<file path="config.mk">
export PLATFORM = sky130hd
export DESIGN_NAME = sts_sequencer
export DESIGN_NICKNAME = d
export VERILOG_FILES = /design/src/sts_pkg.sv /design/src/sts_list_mem.sv /design/src/sts_sequencer.sv
export SDC_FILE = /design/constraint.sdc
export NUM_CORES = 1
export LEC_CHECK = 0
export BUFFER_PORTS_ARGS = -buffer_cell sky130_fd_sc_hd__buf_4
export CAP_MARGIN = 10
export CORE_ASPECT_RATIO = 0.75
export CORE_MARGIN = 3
export CORE_UTILIZATION = 50
export DETAILED_ROUTE_END_ITERATION = 7
export GPL_TIMING_DRIVEN = 0
export HOLD_SLACK_MARGIN = 0.1
export PLACE_DENSITY = 0.77
export SLEW_MARGIN = 20
export SYNTH_ARGS = -nofsm -noshare
export SYNTH_HDL_FRONTEND = slang
export SYNTH_SLANG_ARGS = --single-unit
</file>
<file path="constraint.sdc">
create_clock -name clk_i -period 4.8 [get_ports clk_i]
set_input_delay 0.96 -clock clk_i [delete_from_list [all_inputs] [get_ports clk_i]]
set_output_delay 0.96 -clock clk_i [all_outputs]
set_load 0.01 [all_outputs]
</file>
<file path="src/sts_pkg.sv">
// Purpose: Constants for the trigger sequencer
// Assumes: 250 MHz clock, 32-bit classic Wishbone register bus
// Notes: Word-aligned register map
package sts_pkg;
  localparam int unsigned STS_CLK_MHZ = 250;
  localparam int unsigned STS_SETTLE_US = 10;
  localparam int unsigned STS_SETTLE_CYC = STS_SETTLE_US * STS_CLK_MHZ;
  localparam int unsigned STS_PULSE_US = 1;
  localparam int unsigned STS_PULSE_CYC = STS_PULSE_US * STS_CLK_MHZ;
  localparam int unsigned STS_FILT_CYC = 4;
  localparam int unsigned STS_LINES = 6;
  localparam int unsigned STS_LIST_DEPTH = 16;
  localparam logic [7:0] STS_REG_CTRL = 8'h00;
  localparam logic [7:0] STS_REG_CFG = 8'h04;
  localparam logic [7:0] STS_REG_COUNT = 8'h08;
  localparam logic [7:0] STS_REG_STATUS = 8'h0c;
  localparam logic [7:0] STS_REG_LIST = 8'h10;
  localparam logic [7:0] STS_REG_SETTLE = 8'h14;
  localparam int unsigned STS_CTRL_START = 0;
  localparam int unsigned STS_CTRL_ABORT = 1;
  localparam int unsigned STS_CFG_ARM_METER_START_KEY = 0;
  localparam int unsigned STS_CFG_SCAN_METER_START_KEY = 1;
  localparam int unsigned STS_CFG_CHAN_SRC = 2;
  localparam int unsigned STS_CFG_SEMI = 3;
  localparam int unsigned STS_CFG_IN_LSB = 4;
  localparam int unsigned STS_CFG_OUT_LSB = 8;
  localparam int unsigned STS_CFG_USE_LIST = 12;
  localparam logic [31:0] STS_CFG_RESET = 32'h0000_1204;
  localparam logic [31:0] STS_COUNT_RESET = 32'h0001_0001;
  localparam logic [7:0] STS_DUMMY_CODE = 8'hff;
  typedef enum logic [2:0] {
    STS_IDLE, STS_WAIT_METER_START_KEY, STS_CLOSE, STS_SETTLE, STS_SIGNAL, STS_HOLD
  } sts_state_e;
endpackage

</file>
<file path="src/sts_list_mem.sv">
// Purpose: Scan list storage
// Assumes: Single clock, registered read
// Notes: Entry value STS_DUMMY_CODE opens all relays
`timescale 1ns/1ps
`default_nettype none
module sts_list_mem #(
  parameter int unsigned DEPTH = 16,
  parameter int unsigned AW = 4
) (
  input wire logic clk_i,
  input wire logic we_i,
  input wire logic [AW-1:0] waddr_i,
  input wire logic [7:0] wdata_i,
  input wire logic [AW-1:0] raddr_i,
  output logic [7:0] rdata_o
);
  logic [7:0] mem [DEPTH];
  always_ff @(posedge clk_i) begin
    if (we_i) begin
      mem[waddr_i] <= wdata_i;
    end
    rdata_o <= mem[raddr_i];
  end
endmodule
`default_nettype wire

</file>
<file path="src/sts_sequencer.sv">
// Purpose: Channel scan trigger sequencer with wired trigger handoff
// Assumes: Trigger lines open drain, pulled high off chip
// Notes: Relays driven by chan_o, dummy entry raises open_all_o
`timescale 1ns/1ps
`default_nettype none
// How it works
// - Source control skips first channel wait
// - Semi mode pulls shared line after settling
// - Later channels wait for input trigger
// - Rising edge closes next, pulls again
// - Immediate arm and scan pass straight through
// - Channel layer async or semi mode, line select
// - Dummy list entry opens every channel
// - Repeat list for scan count, then idle
// - Reset defaults immediate, source, list length
// - Wired-AND line waits for all participants
// - Async mode pulses separate output line
module sts_sequencer #(
  parameter int unsigned SETTLE_CYC = sts_pkg::STS_SETTLE_CYC,
  parameter int unsigned DEPTH = sts_pkg::STS_LIST_DEPTH
) (
  input wire logic clk_i,
  input wire logic rst_i,
  input wire logic wb_cyc_i,
  input wire logic wb_stb_i,
  input wire logic wb_we_i,
  input wire logic [7:0] wb_adr_i,
  input wire logic [3:0] wb_sel_i,
  input wire logic [31:0] wb_dat_i,
  output logic [31:0] wb_dat_o,
  output logic wb_ack_o,
  input wire logic [sts_pkg::STS_LINES-1:0] meter_start_key_line_i,
  output logic [sts_pkg::STS_LINES-1:0] meter_start_key_line_o,
  output logic [sts_pkg::STS_LINES-1:0] meter_start_key_line_oe_o,
  output logic [7:0] chan_o,
  output logic chan_valid_o,
  output logic open_all_o,
  output logic busy_o
);
  import sts_pkg::*;
  localparam int unsigned AW = $clog2(DEPTH);

  logic [31:0] cfg;
  logic [15:0] chan_count;
  logic [15:0] scan_count;
  logic [31:0] settle_cfg;
  logic [AW:0] list_len;
  logic start_req;
  logic abort_req;
  sts_state_e state;
  logic first_pass;
  logic [15:0] chan_idx;
  logic [15:0] scan_idx;
  logic [31:0] timer;
  logic [AW-1:0] rd_ptr;
  logic [7:0] entry;
  logic mem_we;
  logic [STS_LINES-1:0] sync1;
  logic [STS_LINES-1:0] sync2;
  logic [2:0] filt_cnt;
  logic line_f;
  logic line_f_d;
  logic rise_ev;
  logic fall_ev;
  logic async_ev;
  logic meter_start_key_ev;
  logic [2:0] in_sel;
  logic [2:0] out_sel;
  logic semi;
  logic [15:0] eff_chans;
  logic bus_req;

  assign bus_req = wb_cyc_i && wb_stb_i && !wb_ack_o;
  assign in_sel = cfg[STS_CFG_IN_LSB +: 3];
  assign out_sel = cfg[STS_CFG_OUT_LSB +: 3];
  assign semi = cfg[STS_CFG_SEMI];
  assign eff_chans = cfg[STS_CFG_USE_LIST] ? 16'(list_len) : chan_count;
  // A full list refuses appends, else the write would wrap onto entry 0
  assign mem_we = bus_req && wb_we_i && (wb_adr_i == STS_REG_LIST) && wb_sel_i[0] &&
      (list_len < (AW+1)'(DEPTH));

  function automatic logic line_bit(input logic [STS_LINES-1:0] v, input logic [2:0] sel);
    logic r;
    r = 1'b1;
    if (sel < 3'(STS_LINES)) begin
      r = v[sel];
    end
    return r;
  endfunction

  // Wishbone slave, one registered ack per request, the cycle after the strobe
  always_ff @(posedge clk_i) begin
    if (rst_i) begin
      wb_ack_o <= 1'b0;
    end else begin
      wb_ack_o <= bus_req;
    end
  end

  always_ff @(posedge clk_i) begin
    if (rst_i) begin
      cfg <= STS_CFG_RESET;
      chan_count <= STS_COUNT_RESET[15:0];
      scan_count <= STS_COUNT_RESET[31:16];
      settle_cfg <= 32'(SETTLE_CYC);
      list_len <= '0;
    end else if (bus_req && wb_we_i) begin
      if (wb_adr_i == STS_REG_CFG) begin
        cfg <= wb_dat_i;
      end else if (wb_adr_i == STS_REG_COUNT) begin
        chan_count <= wb_dat_i[15:0];
        scan_count <= wb_dat_i[31:16];
      end else if (wb_adr_i == STS_REG_SETTLE) begin
        settle_cfg <= wb_dat_i;
      end else if (wb_adr_i == STS_REG_LIST && wb_sel_i[0]) begin
        if (list_len < (AW+1)'(DEPTH)) begin
          list_len <= list_len + 1'b1;
        end
      end else if (wb_adr_i == STS_REG_CTRL && wb_dat_i[STS_CTRL_ABORT]) begin
        list_len <= '0;
      end
    end
  end

  always_ff @(posedge clk_i) begin
    if (rst_i) begin
      start_req <= 1'b0;
      abort_req <= 1'b0;
    end else begin
      start_req <= bus_req && wb_we_i && wb_adr_i == STS_REG_CTRL && wb_dat_i[STS_CTRL_START];
      abort_req <= bus_req && wb_we_i && wb_adr_i == STS_REG_CTRL && wb_dat_i[STS_CTRL_ABORT];
    end
  end

  always_ff @(posedge clk_i) begin
    if (rst_i) begin
      wb_dat_o <= '0;
    end else if (bus_req && !wb_we_i) begin
      if (wb_adr_i == STS_REG_CFG) begin
        wb_dat_o <= cfg;
      end else if (wb_adr_i == STS_REG_COUNT) begin
        wb_dat_o <= {scan_count, chan_count};
      end else if (wb_adr_i == STS_REG_STATUS) begin
        wb_dat_o <= {1'b0, first_pass, scan_idx[7:0], chan_idx[7:0], 5'(list_len), 8'(state),
            busy_o};
      end else if (wb_adr_i == STS_REG_SETTLE) begin
        wb_dat_o <= settle_cfg;
      end else begin
        wb_dat_o <= '0;
      end
    end
  end

  sts_list_mem #(.DEPTH(DEPTH), .AW(AW)) u_list (
    .clk_i(clk_i),
    .we_i(mem_we),
    .waddr_i(list_len[AW-1:0]),
    .wdata_i(wb_dat_i[7:0]),
    .raddr_i(rd_ptr),
    .rdata_o(entry)
  );

  // Two-stage synchroniser, then a glitch filter on the selected line
  always_ff @(posedge clk_i) begin
    if (rst_i) begin
      sync1 <= '1;
      sync2 <= '1;
    end else begin
      sync1 <= meter_start_key_line_i;
      sync2 <= sync1;
    end
  end

  // Filter trades a few cycles of latency for one event per edge
  always_ff @(posedge clk_i) begin
    if (rst_i) begin
      filt_cnt <= '0;
      line_f <= 1'b1;
      line_f_d <= 1'b1;
    end else begin
      line_f_d <= line_f;
      if (line_bit(sync2, in_sel) == line_f) begin
        filt_cnt <= '0;
      end else if (filt_cnt == 3'(STS_FILT_CYC - 1)) begin
        filt_cnt <= '0;
        line_f <= ~line_f;
      end else begin
        filt_cnt <= filt_cnt + 1'b1;
      end
    end
  end

  assign rise_ev = line_f && !line_f_d;
  assign fall_ev = !line_f && line_f_d;
  assign async_ev = fall_ev;
  assign meter_start_key_ev = semi ? rise_ev : async_ev;

  always_ff @(posedge clk_i) begin
    if (rst_i || abort_req) begin
      state <= STS_IDLE;
      first_pass <= 1'b0;
      chan_idx <= '0;
      scan_idx <= '0;
      rd_ptr <= '0;
      timer <= '0;
    end else begin
      case (state)
        STS_IDLE: begin
          if (start_req && eff_chans != 16'h0000) begin
            first_pass <= 1'b1;
            chan_idx <= '0;
            scan_idx <= '0;
            rd_ptr <= '0;
            if (cfg[STS_CFG_CHAN_SRC]) begin
              state <= STS_CLOSE;
            end else begin
              state <= STS_WAIT_METER_START_KEY;
            end
          end
        end
        STS_WAIT_METER_START_KEY: begin
          if (meter_start_key_ev) begin
            state <= STS_CLOSE;
          end
        end
        STS_CLOSE: begin
          timer <= settle_cfg;
          state <= STS_SETTLE;
        end
        STS_SETTLE: begin
          if (timer <= 32'h0000_0001) begin
            timer <= 32'(STS_PULSE_CYC);
            state <= STS_SIGNAL;
          end else begin
            timer <= timer - 1'b1;
          end
        end
        STS_SIGNAL: begin
          // Semi mode keeps pulling until the line reads low, so the meter has seen it
          if (semi ? !line_f : timer <= 32'h0000_0001) begin
            // Wrap one cycle early, the list read is registered
            if (chan_idx + 1'b1 >= eff_chans) begin
              rd_ptr <= '0;
            end
            state <= STS_HOLD;
          end else if (!semi) begin
            timer <= timer - 1'b1;
          end
        end
        STS_HOLD: begin
          first_pass <= 1'b0;
          if (chan_idx + 1'b1 < eff_chans) begin
            chan_idx <= chan_idx + 1'b1;
            rd_ptr <= rd_ptr + 1'b1;
            state <= STS_WAIT_METER_START_KEY;
          end else if (scan_idx + 1'b1 < scan_count) begin
            scan_idx <= scan_idx + 1'b1;
            chan_idx <= '0;
            rd_ptr <= '0;
            state <= cfg[STS_CFG_CHAN_SRC] ? STS_CLOSE : STS_WAIT_METER_START_KEY;
          end else begin
            state <= STS_IDLE;
          end
        end
        default: begin
          state <= STS_IDLE;
        end
      endcase
    end
  end

  // Semi mode lets go once the line reads low; the meter then owns the low phase
  always_ff @(posedge clk_i) begin
    if (rst_i) begin
      meter_start_key_line_oe_o <= '0;
      meter_start_key_line_o <= '0;
    end else begin
      meter_start_key_line_o <= '0;
      meter_start_key_line_oe_o <= '0;
      if (!semi && state == STS_SIGNAL && out_sel < 3'(STS_LINES)) begin
        meter_start_key_line_oe_o[out_sel] <= 1'b1;
      end
      if (semi && (state == STS_SIGNAL || state == STS_HOLD) && in_sel < 3'(STS_LINES)) begin
        meter_start_key_line_oe_o[in_sel] <= 1'b1;
      end
    end
  end

  always_ff @(posedge clk_i) begin
    if (rst_i) begin
      chan_o <= '0;
      chan_valid_o <= 1'b0;
      open_all_o <= 1'b0;
      busy_o <= 1'b0;
    end else begin
      busy_o <= state != STS_IDLE;
      if (state == STS_CLOSE) begin
        chan_o <= entry;
        open_all_o <= entry == STS_DUMMY_CODE;
        chan_valid_o <= entry != STS_DUMMY_CODE;
      end else if (state == STS_IDLE) begin
        chan_valid_o <= 1'b0;
        open_all_o <= 1'b0;
      end
    end
  end
endmodule
`default_nettype wire
</file>
# Yosys cells after proc, flatten, opt, wreduce, memory -nomap -nowiden
# Memories as Yosys holds them, arrays and structs flattened. A register that Yosys moved wholly into a read port is not among the register bits.
# Index checks and enable logic that the tools add are counted.
# word_totals
reg_bits,242
wordCells,176
in_bits,55
out_inout_bits,56
mem_count,1
mem_bits_rw,128
# op_classes
n_bitwise,6
n_mux,53
eq_ne,25
order_cmp,11
reduce_logical,49
add_sub_neg,6
# memory_table
name,depth,word_bits,rd,rd_clocked_by_memory_dff,wr,line_no,source
u_list.mem,16,8,1,1,1,sts_list_mem.sv:17,logic [7:0] mem [DEPTH];
# op_table
op,count
32-bit two-way mux,7
16-bit two-way mux,6
32-bit case mux with 3 select lines,1
16-bit case mux with 2 select lines,2
16-bit by 1-bit adder with 16-bit output (second input constant),2
32-bit by 1-bit less-or-equal comparator with 1-bit output (second input constant),1
16-bit < comparator,2
32-bit by 1-bit subtractor with 32-bit output (second input constant),1
1-bit logical AND,21
4-bit two-way mux,5
3-bit two-way mux,6
6-bit two-way mux,3
2-bit != test (second input constant),9
3-bit case mux with 6 select lines,1
8-bit by 4-bit == test with 1-bit output (second input constant),2
8-bit by 5-bit == test with 1-bit output (second input constant),2
16-bit >= comparator,1
16-bit nonzero test,1
5-bit two-way mux,3
1-bit two-way mux,13
4-bit case mux with 3 select lines,1
4-bit AND reduction,3
3-bit by 2-bit == test with 1-bit output (second input constant),3
3-bit AND reduction,3
other kinds (31),51

# Depth between registers and ports, before layout
# Gate-level depths: netlist (run 1).
# depth
depth_word,8
mapped_depth,17

# By module
# From an unflattened synthesis (run 1), not the netlist that was laid out.
# hier_totals
hier_cells,1725
hier_area_um2,17043.8
# modules_own_cells
module,cells_per_inst,area_per_inst_um2,n_inst,seq_area_each_um2
sts_sequencer,1496,11896.4,1,4844.6
sts_list_mem,229,5147.4,1,4003.8

# Worst setup path before layout (run 1)
# Ideal clock, no wire load.
# synth_timing
path_type,reg-to-reg
startpoint,register chan_idx[2]
endpoint,register rd_ptr[3]
required_ns,4.714
t_arrival_ns,3.750
synth_period_minus_slack_ns,3.835
setup_slack_ns,0.965
path_stages_with_launch,16
setup_time_ns,0.086
cell_sequence,dfxtp_1 nand3_1 nor3_1 and3_1 and3_1 and3_1 xor2_1 ha_1 and4_1 nand3_1 a21oi_1 a211o_1 nor2_1 clkbuf_1 a21oi_1 a211oi_1
# synth_between
elab_chain_len,4
elab_cells_between_ends,8
cone_classes,1 x add/sub; 2 x order compare; 2 x eq/ne; 2 x mux; 1 x reduce/logical
# synth_lines
item,line_no,source
"start, declared",sts_sequencer.sv:52,logic [15:0] chan_idx;
"start signal, assigned",sts_sequencer.sv:253,chan_idx <= chan_idx + 1'b1;
16-bit by 1-bit adder with 16-bit output *,"sts_sequencer.sv:242, sts_sequencer.sv:252",
16-bit < comparator or 16-bit >= comparator (tied branches),"sts_sequencer.sv:252, sts_sequencer.sv:242",
"3-bit != test (no source line), or another cell as far along",--,
5-bit AND reduction (no source line) or 4-bit case mux with 3 select lines (tied branches),--,
"end signal, assigned",sts_sequencer.sv:254,rd_ptr <= rd_ptr + 1'b1;
"end, declared",sts_sequencer.sv:55,logic [AW-1:0] rd_ptr;
# Every way passes the cells marked *; elsewhere a longest branch is shown, timed or not.
# A chain may end at the register's enable or synchronous reset.

# Worst setup path in the final report (run 1)
# layout_timing
startpoint,register chan_idx[0]
endpoint,register scan_idx[14]
# layout_between
elab_chain_len,4
# layout_lines
item,line_no,source
16-bit by 1-bit adder with 16-bit output,sts_sequencer.sv:252,if (chan_idx + 1'b1 < eff_chans) begin
16-bit < comparator,sts_sequencer.sv:252,
2-bit != test (no source line),--,
4-bit AND reduction (no source line),--,
"end signal, assigned",sts_sequencer.sv:257,scan_idx <= scan_idx + 1'b1;
"end, declared",sts_sequencer.sv:53,logic [15:0] scan_idx;
# Every way passes these cells.

==> run metrics, run 1 <==
status completed; reg2reg start chan_idx[0]; Tightest Pin Transition 1.143 ns; period utilization 95.51%; Fin Hold WS 0.4102 ns; TNS Setup 0 ns; total chip power 8.397 mW; data arrival time of the critical path 5.04 ns; first-pass GRT wire length 79290 um; Worst Skew 0.01864 ns; final net count 1942; Post-Synth Adder-Cell Area 3.105%; Fin. Hold Viols 0; min Tclk post-route 4.585 ns; hold path depth 1; LEAKAGE 6.916 nW; CTS hold repair buffers 0; largest cells by area after synthesis dfxtp_1, edfxtp_1, nand2_1, mux4_2, a21oi_1; input/output buffers 100; Routed Antenna Nets 0; Pwr Density 429.1 mW/mm^2; XOR/XNOR Fraction of Synth Area 2.018%; Pre-Repair DR Iteration Count 6; worst hold endpoint sync2[1]; CP required 5.25 ns; met3 routed WL 6665 um; Post-synth ARST share 0%; Compound-Gate Fraction of Synth Area 14.98%; H-tree levels 2; wire length on met2 22210 um; final WL 53090 um; drt drc 0; Ys Warns 0; f_max 218.1 MHz; Hold Crit Start sync1[1]; Post-synth top flop dfxtp_1; most frequent cell after synthesis nand2_1; largest family of logic cells by synthesized area simple AND/OR/NAND/NOR gates; Critical-path top delay cell dfxtp_1; Die Y 165.3 um; CTS tree built; crit-path max cell delay 0.49 ns; Setup Crit Path Kind register to register; Routed wire per std cell 22.92 um; fin cells 2316; most common library cells after synthesis nand2_1, dfxtp_1, a21oi_1; min setup slack post-route 0.2153 ns; mux share of post-synthesis cell area 7.422%; final max-slew violation count 0; cts bufs inserted 38; sequential share of the synthesized area 52.28%; pre-CTS setup slack -0.2382 ns; area of the core 0.03288 mm^2; Post-Layout Inst Area 0.01957 mm^2; largest net degree at the start of global routing 21; Starting Density 51.48%; drt initial violations 2006; top-area cell type share of the netlist area 29.57%; clock tree buffer depth 3; Cells after DPL 2244; Ports 111; max cap viols 0; Crit path top cell by count and3_1; clk sinks 378; worst-case reg-to-reg path depth 17; die area 0.03612 mm^2; Synth Instances 1697; grt total ovfl 0; Worst setup EP type register; Synth Cell Area 0.01693 mm^2; worst r2r dst scan_idx[14]; Post-DP Area 0.01827 mm^2; Tot GR Track Use 28.88%; clk slew on worst S/H paths 0.06 ns; vias post-DR 14600; Avg Cell Area, Syn 9.974 um^2; post-DR vias/cell 6.303; number of core rows 57; vias in the first global route 13600; post-synth top area cell dfxtp_1; Post-Synth Simple-Gate Area 16.77%; Cell Chain, Critical Path ha_1 -> and3_1 -> and3_1 -> and3_1 -> clkbuf_1 -> and3_1 -> nand3_1 -> xnor2_1 -> ha_1 -> and4_1 -> nand3_1 -> a21oi_2 -> a211oi_4 -> o31a_1 -> clkbuf_2 -> nand2_1 -> a21oi_1; HP Class register to register; Clock Latency Late Sink 0.54 ns; r2r setup slk 0.22 ns; slew margin rel. 23.10%; Metal-1 WL 23040 um; CP startpoint kind register; hpwl dp 39870 um; chip width 218.5 um; highest routed layer met4; initial antenna violation count 0; distinct cell type count after synthesis 66; clock root buffer master clkbuf_16; Final setup viols 0; number of synthesized flops with an enable pin 128; #FFs+latches synth 378; layout cells sized above 1 13.78%; utilization after layout 59.52%; area grow syn2layout 15.62%; maximum vdd drop 0.2598 mV; gpl congestion 1.059; critical path peak fanout 10
## worst max path at each step
stage	endpoint	from	cells after the start	slack, ns
after detailed placement	scan_idx[5]	chan_idx[2]	15	-0.24
after global placement	scan_idx[0]	chan_idx[2]	15	-0.15
after global routing	scan_idx[10]	chan_idx[0]	17	-0.02
final	scan_idx[14]	chan_idx[0]	17	0.22
after CTS	rd_ptr[3]	chan_idx[0]	17	0.02
after floorplan	rd_ptr[3]	chan_idx[2]	15	0.96
## flip-flops by register name, summed over array words and instances, names as in the netlist, 3 cells and up
register / count
sync2: 6
list_len: 5
sync1: 6
chan_o: 8
chan_count: 16
timer: 32
settle_cfg: 32
scan_count: 16
wb_dat_o: 32
chan_idx: 16
u_list.mem: 128
u_list.rdata_o: 8
cfg: 32
meter_start_key_line_oe_o: 6
rd_ptr: 4
state: 3
filt_cnt: 3
scan_idx: 16
## cells in the final DEF, fill, tap and decap left out, drive strengths merged, types with 40 or more instances in the layout
cell type  synthesis  routed
dfxtp            250     250
nor2             140     140
ha                42      42
a211oi            40      40
clkbuf            99     153
mux4              41      41
nor3              46      46
buf               18     121
o21ai             53      53
nand2            277     277
a21oi            171     171
edfxtp           128     128
## critical path: cells and delay by family (launching register included)
family / cells / cell delay (ns)
simple gates: 8 / 1.55
compound gates: 4 / 1.04
fa+ha+maj: 2 / 0.61
buf+inv: 2 / 0.54
flops: 1 / 0.49
xor+xnor: 1 / 0.24
## layout make-up
cell class | instances | area [um^2]
repair buffers | 103 | 785.8
multi-input cells | 1178 | 7604
well taps | 442 | 553.0
clock buffers | 54 | 1085
diodes | 2 | 5.005
inverters | 29 | 108.9
fillers | 2779 | 13310
clock inverters | 13 | 107.6
plain buffers | 117 | 473.0
flip-flops and latches | 378 | 8848
## layer usage
metal	vias to the layer above	track usage, %
met5	-	0
met4	0	7.289
li1	6490	-
met2	890	42.07
met3	108	7.463
met1	7109	42.94
## what timing repair did
item	4_1_cts	5_1_grt
buffers inserted	0	3
cloned	0	0
endpoints found under the setup margin	32	36
pin swaps	0	2
resized for setup	3	17
## cells by family after synthesis
family	after synthesis
fa+ha+maj	42
mux	74
buf+inv	146
simple gates	627
flops	378
compound gates	390
other cells	1
xor+xnor	39
## report_power, final
group          total, mW  switching [mW]  internal, mW  leakage [nW]
clock network       2.89            1.26          1.64         0.593
logic               1.99            1.39         0.609          3.15
registers           3.51          0.0996          3.41          3.18
(Power assumes the default switching activity.)
==> run 2, diff against run 1 <==
--- a/config.mk
+++ b/config.mk
@@ -7,13 +7,16 @@
 export LEC_CHECK = 0
 export BUFFER_PORTS_ARGS = -buffer_cell sky130_fd_sc_hd__buf_4
 export CAP_MARGIN = 10
+export CELL_PAD_IN_SITES_DETAIL_PLACEMENT = 0
+export CELL_PAD_IN_SITES_GLOBAL_PLACEMENT = 1
 export CORE_ASPECT_RATIO = 0.75
-export CORE_MARGIN = 3
-export CORE_UTILIZATION = 50
+export CORE_MARGIN = 2
+export CORE_UTILIZATION = 48
 export DETAILED_ROUTE_END_ITERATION = 7
 export GPL_TIMING_DRIVEN = 0
 export HOLD_SLACK_MARGIN = 0.1
-export PLACE_DENSITY = 0.77
+export PLACE_DENSITY = 0.89
+export RECOVER_POWER = 100
 export SLEW_MARGIN = 20
 export SYNTH_ARGS = -nofsm -noshare
 export SYNTH_HDL_FRONTEND = slang
==> run metrics, run 2 (synthesis results as in run 1) <==
met1 Usage GRT 44.28%; largest net degree at the start of global routing 21; CP required 5.24 ns; Pre-Repair DR Iteration Count 8; min Tclk post-route 4.585 ns; reg2reg start chan_idx[0]; pre-CTS setup slack -0.3538 ns; HP Class register to register; TNS Setup 0 ns; initial antenna violation count 0; worst setup path start chan_idx[0]; Routed Antenna Nets 0; Ports 111; Worst Skew 0.02152 ns; Worst setup EP type register; final WL 53860 um; Setup Crit Path Kind register to register; CP startpoint kind register; total chip power 8.323 mW; LEAKAGE 6.622 nW; utilization after layout 55.73%; data arrival time of the critical path 5.02 ns; clk sinks 378; Die Y 166.6 um; die area 0.03680 mm^2; area of the core 0.03470 mm^2; Clock Latency Late Sink 0.55 ns; most frequent cells in the layout nand2_1, dfxtp_1, clkbuf_1, a21oi_1, nor2_1; vias in the first global route 13450; CTS tree built; Tot GR Track Use 28.77%; Post-Layout Inst Area 0.01934 mm^2; H-tree levels 2; drt drc 2; Routed wire per std cell 23.11 um; hpwl dp 39990 um; maximum vdd drop 0.2757 mV; # diodes 0; final net count 1942; fin cells 2331; final max-slew violation count 0; post-DR vias/cell 6.190; CTS hold repair buffers 0; Fin Hold WS 0.4115 ns; Cells after DPL 2259; r2r setup slk 0.22 ns; Tightest Pin Transition 1.391 ns; area grow syn2layout 14.24%; chip width 220.8 um; grt total ovfl 0; max reg flops 128; Fin. Hold Viols 0; period utilization 95.52%; Starting Density 48.78%; f_max 218.1 MHz; input/output buffers 100; status finished, violations left; clk slew on worst S/H paths 0.06 ns; RSZ-0062 raised after global routing false; number of core rows 59; clock root buffer master clkbuf_16; first-pass GRT wire length 81370 um; critical path peak fanout 11; crit path capture rd_ptr[2]; Largest Register u_list.mem; met3 GRT Util 5.311%; failing checks DRC; worst-case reg-to-reg path depth 16; gpl congestion 1.019; min setup slack post-route 0.2152 ns; slew margin rel. 6.550%; Pwr Density 430.4 mW/mm^2; max cap viols 0; vias post-DR 14430; cts bufs inserted 39; fill cell count 3038; Post-DP Area 0.01830 mm^2; drt initial violations 1973; grt met2 use 40.99%; Final setup viols 0; most utilized layer in the global route result met1; worst r2r dst rd_ptr[2]; commonest non-fill, non-tap cell in the layout nand2_1; layout cells sized above 1 9.819%; clock tree buffer depth 3
-- run 2: changes by cell type in the layout (fill, tap and decap cells not counted), sizes merged --
cell / previous run / this run
buf: 121 / 55
clkbuf: 153 / 216
clkinv: 9 / 11
clkinvlp: 1 / 4
diode: 2 / 0
-- run 2: how the worst min path moves through the flow --
stage                     slack (ns)     start  endpoint  cells after the start
after global placement          0.40  sync1[5]  sync2[5]                      1
after global routing            0.43  sync1[1]  sync2[1]                      1
final                           0.41  sync1[5]  sync2[5]                      1
after floorplan                 0.39  sync1[0]  sync2[0]                      1
after detailed placement        0.40  sync1[5]  sync2[5]                      1
after CTS                       0.41  sync1[5]  sync2[5]                      1
-- run 2: critical path, cell delays in order (launching register included) --
cell	delay (ns)
dfxtp_1	0.48
ha_1	0.32
and3_1	0.21
and3_1	0.25
and3_1	0.18
clkbuf_1	0.22
and3_1	0.28
nand3_1	0.13
xnor2_1	0.24
ha_1	0.28
and4_1	0.26
nand3_1	0.14
a21oi_1	0.11
a211oi_4	0.36
nand2_1	0.38
o211a_1	0.33
a211oi_1	0.29
-- run 2: report_power, final --
| group | switching (mW) | total (mW) | internal (mW) |
|---|---|---|---|
| combinational | 1.29 | 1.86 | 0.564 |
| clock | 1.30 | 2.96 | 1.66 |
| sequential | 0.0954 | 3.51 | 3.41 |
| total | 2.69 | 8.32 | 5.63 |
-- run 2: routing by layer --
metal	share of wire, %	vias to the layer above	routed length, um
met3	11	122	5840
met4	3.2	0	1698
met5	0	-	0
met2	41	799	22070
li1	-	6484	-
met1	45	7025	24250
-- run 2: cell type report --
class	instances	area, um^2	area share, %
repair buffers	103	540.5	2.795
flip-flops and latches	378	8848	45.76
multi-input cells	1178	7572	39.16
inverters	29	108.9	0.5630
clock buffers	52	1087	5.623
well taps	457	571.8	2.957
clock inverters	18	141.4	0.7312
plain buffers	116	465.4	2.407
-- run 2: repair_timing --
action | in CTS | in global routing
hold endpoints to repair | 0 | 0
setup endpoints to repair | 27 | 30
gates resized for setup | 2 | 13
pin swaps | 0 | 3
setup buffers | 0 | 3
==> run 3, diff against run 2 <==
--- a/config.mk
+++ b/config.mk
@@ -5,6 +5,7 @@
 export SDC_FILE = /design/constraint.sdc
 export NUM_CORES = 1
 export LEC_CHECK = 0
+export ABC_CLOCK_PERIOD_IN_PS = 4800
 export BUFFER_PORTS_ARGS = -buffer_cell sky130_fd_sc_hd__buf_4
 export CAP_MARGIN = 10
 export CELL_PAD_IN_SITES_DETAIL_PLACEMENT = 0
@@ -20,4 +21,5 @@
 export SLEW_MARGIN = 20
 export SYNTH_ARGS = -nofsm -noshare
 export SYNTH_HDL_FRONTEND = slang
+export SYNTH_HIERARCHICAL = 1
 export SYNTH_SLANG_ARGS = --single-unit
==> run metrics, run 3 <==
Worst Skew 0.02501 ns; HP Class register to register; most frequent cell after synthesis nand2_1; LEAKAGE 6.812 nW; Routed wire per std cell 22.61 um; final WL 53320 um; Critical-path top delay cell dfxtp_1; post-synth top area cell dfxtp_1; Avg Cell Area, Syn 9.880 um^2; min Tclk post-route 4.569 ns; Post-synth top flop dfxtp_1; total chip power 6.806 mW; Die Y 167.2 um; Ys Warns 6; final max-slew violation count 0; CP startpoint kind register; status finished, violations left; Tightest Pin Transition 1.353 ns; met1 Usage GRT 40.31%; CP delay by family, top simple AND/OR/NAND/NOR gates; initial antenna violation count 2; grt met2 use 41.93%; Reg area 0.008850 mm^2; area of the multi-input gates 0.007569 mm^2; clock tree buffer depth 3; Ports 111; Clock Latency Late Sink 0.55 ns; vias post-DR 14200; Setup Crit Path Kind register to register; maximum vdd drop 0.2126 mV; critical path peak fanout 10; Tot GR Track Use 28.37%; f_max 218.9 MHz; CTS tree built; #FFs+latches synth 378; clock root buffer master clkbuf_16; max cap viols 0; clk sinks 378; commonest non-fill, non-tap cell in the layout nand2_1; input/output buffers 100; Pwr Density 347.3 mW/mm^2; distinct cell type count after synthesis 77; Post-Layout Inst Area 0.01960 mm^2; Cell Chain, Critical Path ha_2 -> and3_1 -> and3_1 -> clkbuf_1 -> and3_1 -> and3_1 -> clkbuf_1 -> nand3_1 -> xnor2_2 -> ha_1 -> nand4_1 -> or3_1 -> a21oi_2 -> or3_4 -> a31o_2 -> clkbuf_2 -> a2bb2oi_1 -> o21ai_0; TNS Setup 0 ns; Crit path top cell by count and3_1; top-area cell type share of the netlist area 29.36%; Starting Density 48.92%; Synth Instances 1725; drt initial violations 1768; Routed Antenna Nets 0; Fin. Hold Viols 0; most common library cells after synthesis nand2_1, dfxtp_1, a21oi_1; utilization after layout 56.24%; max reg flops 128; hpwl dp 38130 um; met3 GRT Util 8.194%; crit-path max cell delay 0.42 ns; drt drc 5; data arrival time of the critical path 4.99 ns; Synth Cell Area 0.01704 mm^2; number of synthesized flops with an enable pin 128; most utilized layer in the global route result met2; area of the core 0.03484 mm^2; gpl congestion 0.9445; Worst Path Buf+Inv 3; sequential share of the synthesized area 51.92%; area grow syn2layout 14.98%; Worst setup EP type register; largest net degree at the start of global routing 22; fill cell count 3060; most frequent cells in the layout nand2_1, dfxtp_1, clkbuf_1; fin cells 2358; vias in the first global route 13520; grt total ovfl 0; first-pass GRT wire length 80670 um; Final setup viols 0; Post-DP Area 0.01842 mm^2; number of core rows 59; largest cells by area after synthesis dfxtp_1, edfxtp_1, nand2_1, a21oi_1, ha_1; final net count 1965; clk slew on worst S/H paths 0.06 ns; die area 0.03705 mm^2; chip width 221.6 um; layout cells sized above 1 11.21%; H-tree levels 2; failing checks DRC; post-DR vias/cell 6.022; cts bufs inserted 39; Cells after DPL 2288; period utilization 95.19%; slew margin rel. 8.878%; Largest Register u_list/mem; Post-synth ARST share 0%; Pre-Repair DR Iteration Count 8; CP required 5.22 ns
==> run 3: cell types whose count changed after synthesis, sizes merged, moves of 19 or more <==
cell    previous run  this run
mux2               2        30
a21oi            171       144
a221oi            29         5
a22oi              6        52
nor2             140       114
mux2i             31        12
==> run 3: power breakdown <==
group,leakage [nW],internal (mW),switching (mW)
Combinational,2.97,0.0660,0.155
Sequential,3.17,3.32,0.0120
Clock,0.666,1.95,1.30
==> run 3: path summary, 6_finish.rpt <==
kind                                   from     endpoint  slack, ns  depth (start not counted)
worst max register to register  chan_idx[1]  scan_idx[5]       0.23                         18
worst max-delay path            chan_idx[1]  scan_idx[5]       0.23                         18
worst min-delay path               sync1[2]     sync2[2]       0.41                          1
worst min register to register     sync1[2]     sync2[2]       0.41                          1
==> run 3: kinds of logic (layout without fill, tap and decap cells) <==
group                    Yosys count  in the layout  share of synthesized area (%)
AO/OA/AOI/OAI                    406            406                          15.28
multiplexers                      74             74                          7.224
XOR/XNOR                          39             39                          2.004
flip-flops                       378            378                          51.92
other                              1              7                        0.02200
AND/OR/NAND/NOR                  620            620                          16.54
adder cells (fa/ha/maj)           39             39                          2.863
buffers and inverters            168            338                          4.155
==> run 3: layout make-up <==
class | instances | area share, %
multi-input combinational | 1184 | 38.62
tap | 457 | 2.918
clock inverter | 13 | 0.9003
inverter | 45 | 0.8620
buffer | 122 | 2.669
clock buffer | 57 | 6.117
antenna | 1 | 0.01277
timing repair buffer | 101 | 2.739
sequential | 378 | 45.16
==> run 3: what timing repair did <==
| action | 4_1_cts | 5_1_grt |
|---|---|---|
| gates resized for setup | 5 | 17 |
| setup endpoints to repair | 34 | 34 |
| setup buffers | 0 | 0 |
| hold buffers | 0 | 0 |
| pin swaps | 0 | 1 |
==> run 3: routing by layer <==
layer / part of all wire, % / wire (um)
met5: 0.017 / 9
met4: 2.8 / 1512
met3: 11 / 6020
met2: 43 / 22840
met1: 43 / 22940
==> run 3: through the flow <==
step                setup slack (ns)  hold WS, ns
floorplan                     0.7365       0.3895
global placement             -0.2718       0.3945
detailed placement           -0.3765       0.3970
CTS                          0.03800       0.4152
global route                -0.02753       0.4234
finish                        0.2310       0.4112
==> run 3: worst register-to-register path, cell delays in order (launching register included) <==
cell       delay (ns)
dfxtp_1          0.42
ha_2             0.27
and3_1           0.21
and3_1           0.16
clkbuf_1         0.22
and3_1           0.22
and3_1           0.17
clkbuf_1         0.23
nand3_1          0.17
xnor2_2          0.19
ha_1             0.29
nand4_1          0.13
or3_1            0.42
a21oi_2          0.21
or3_4            0.28
a31o_2           0.29
clkbuf_2         0.27
a2bb2oi_1        0.21
o21ai_0          0.10
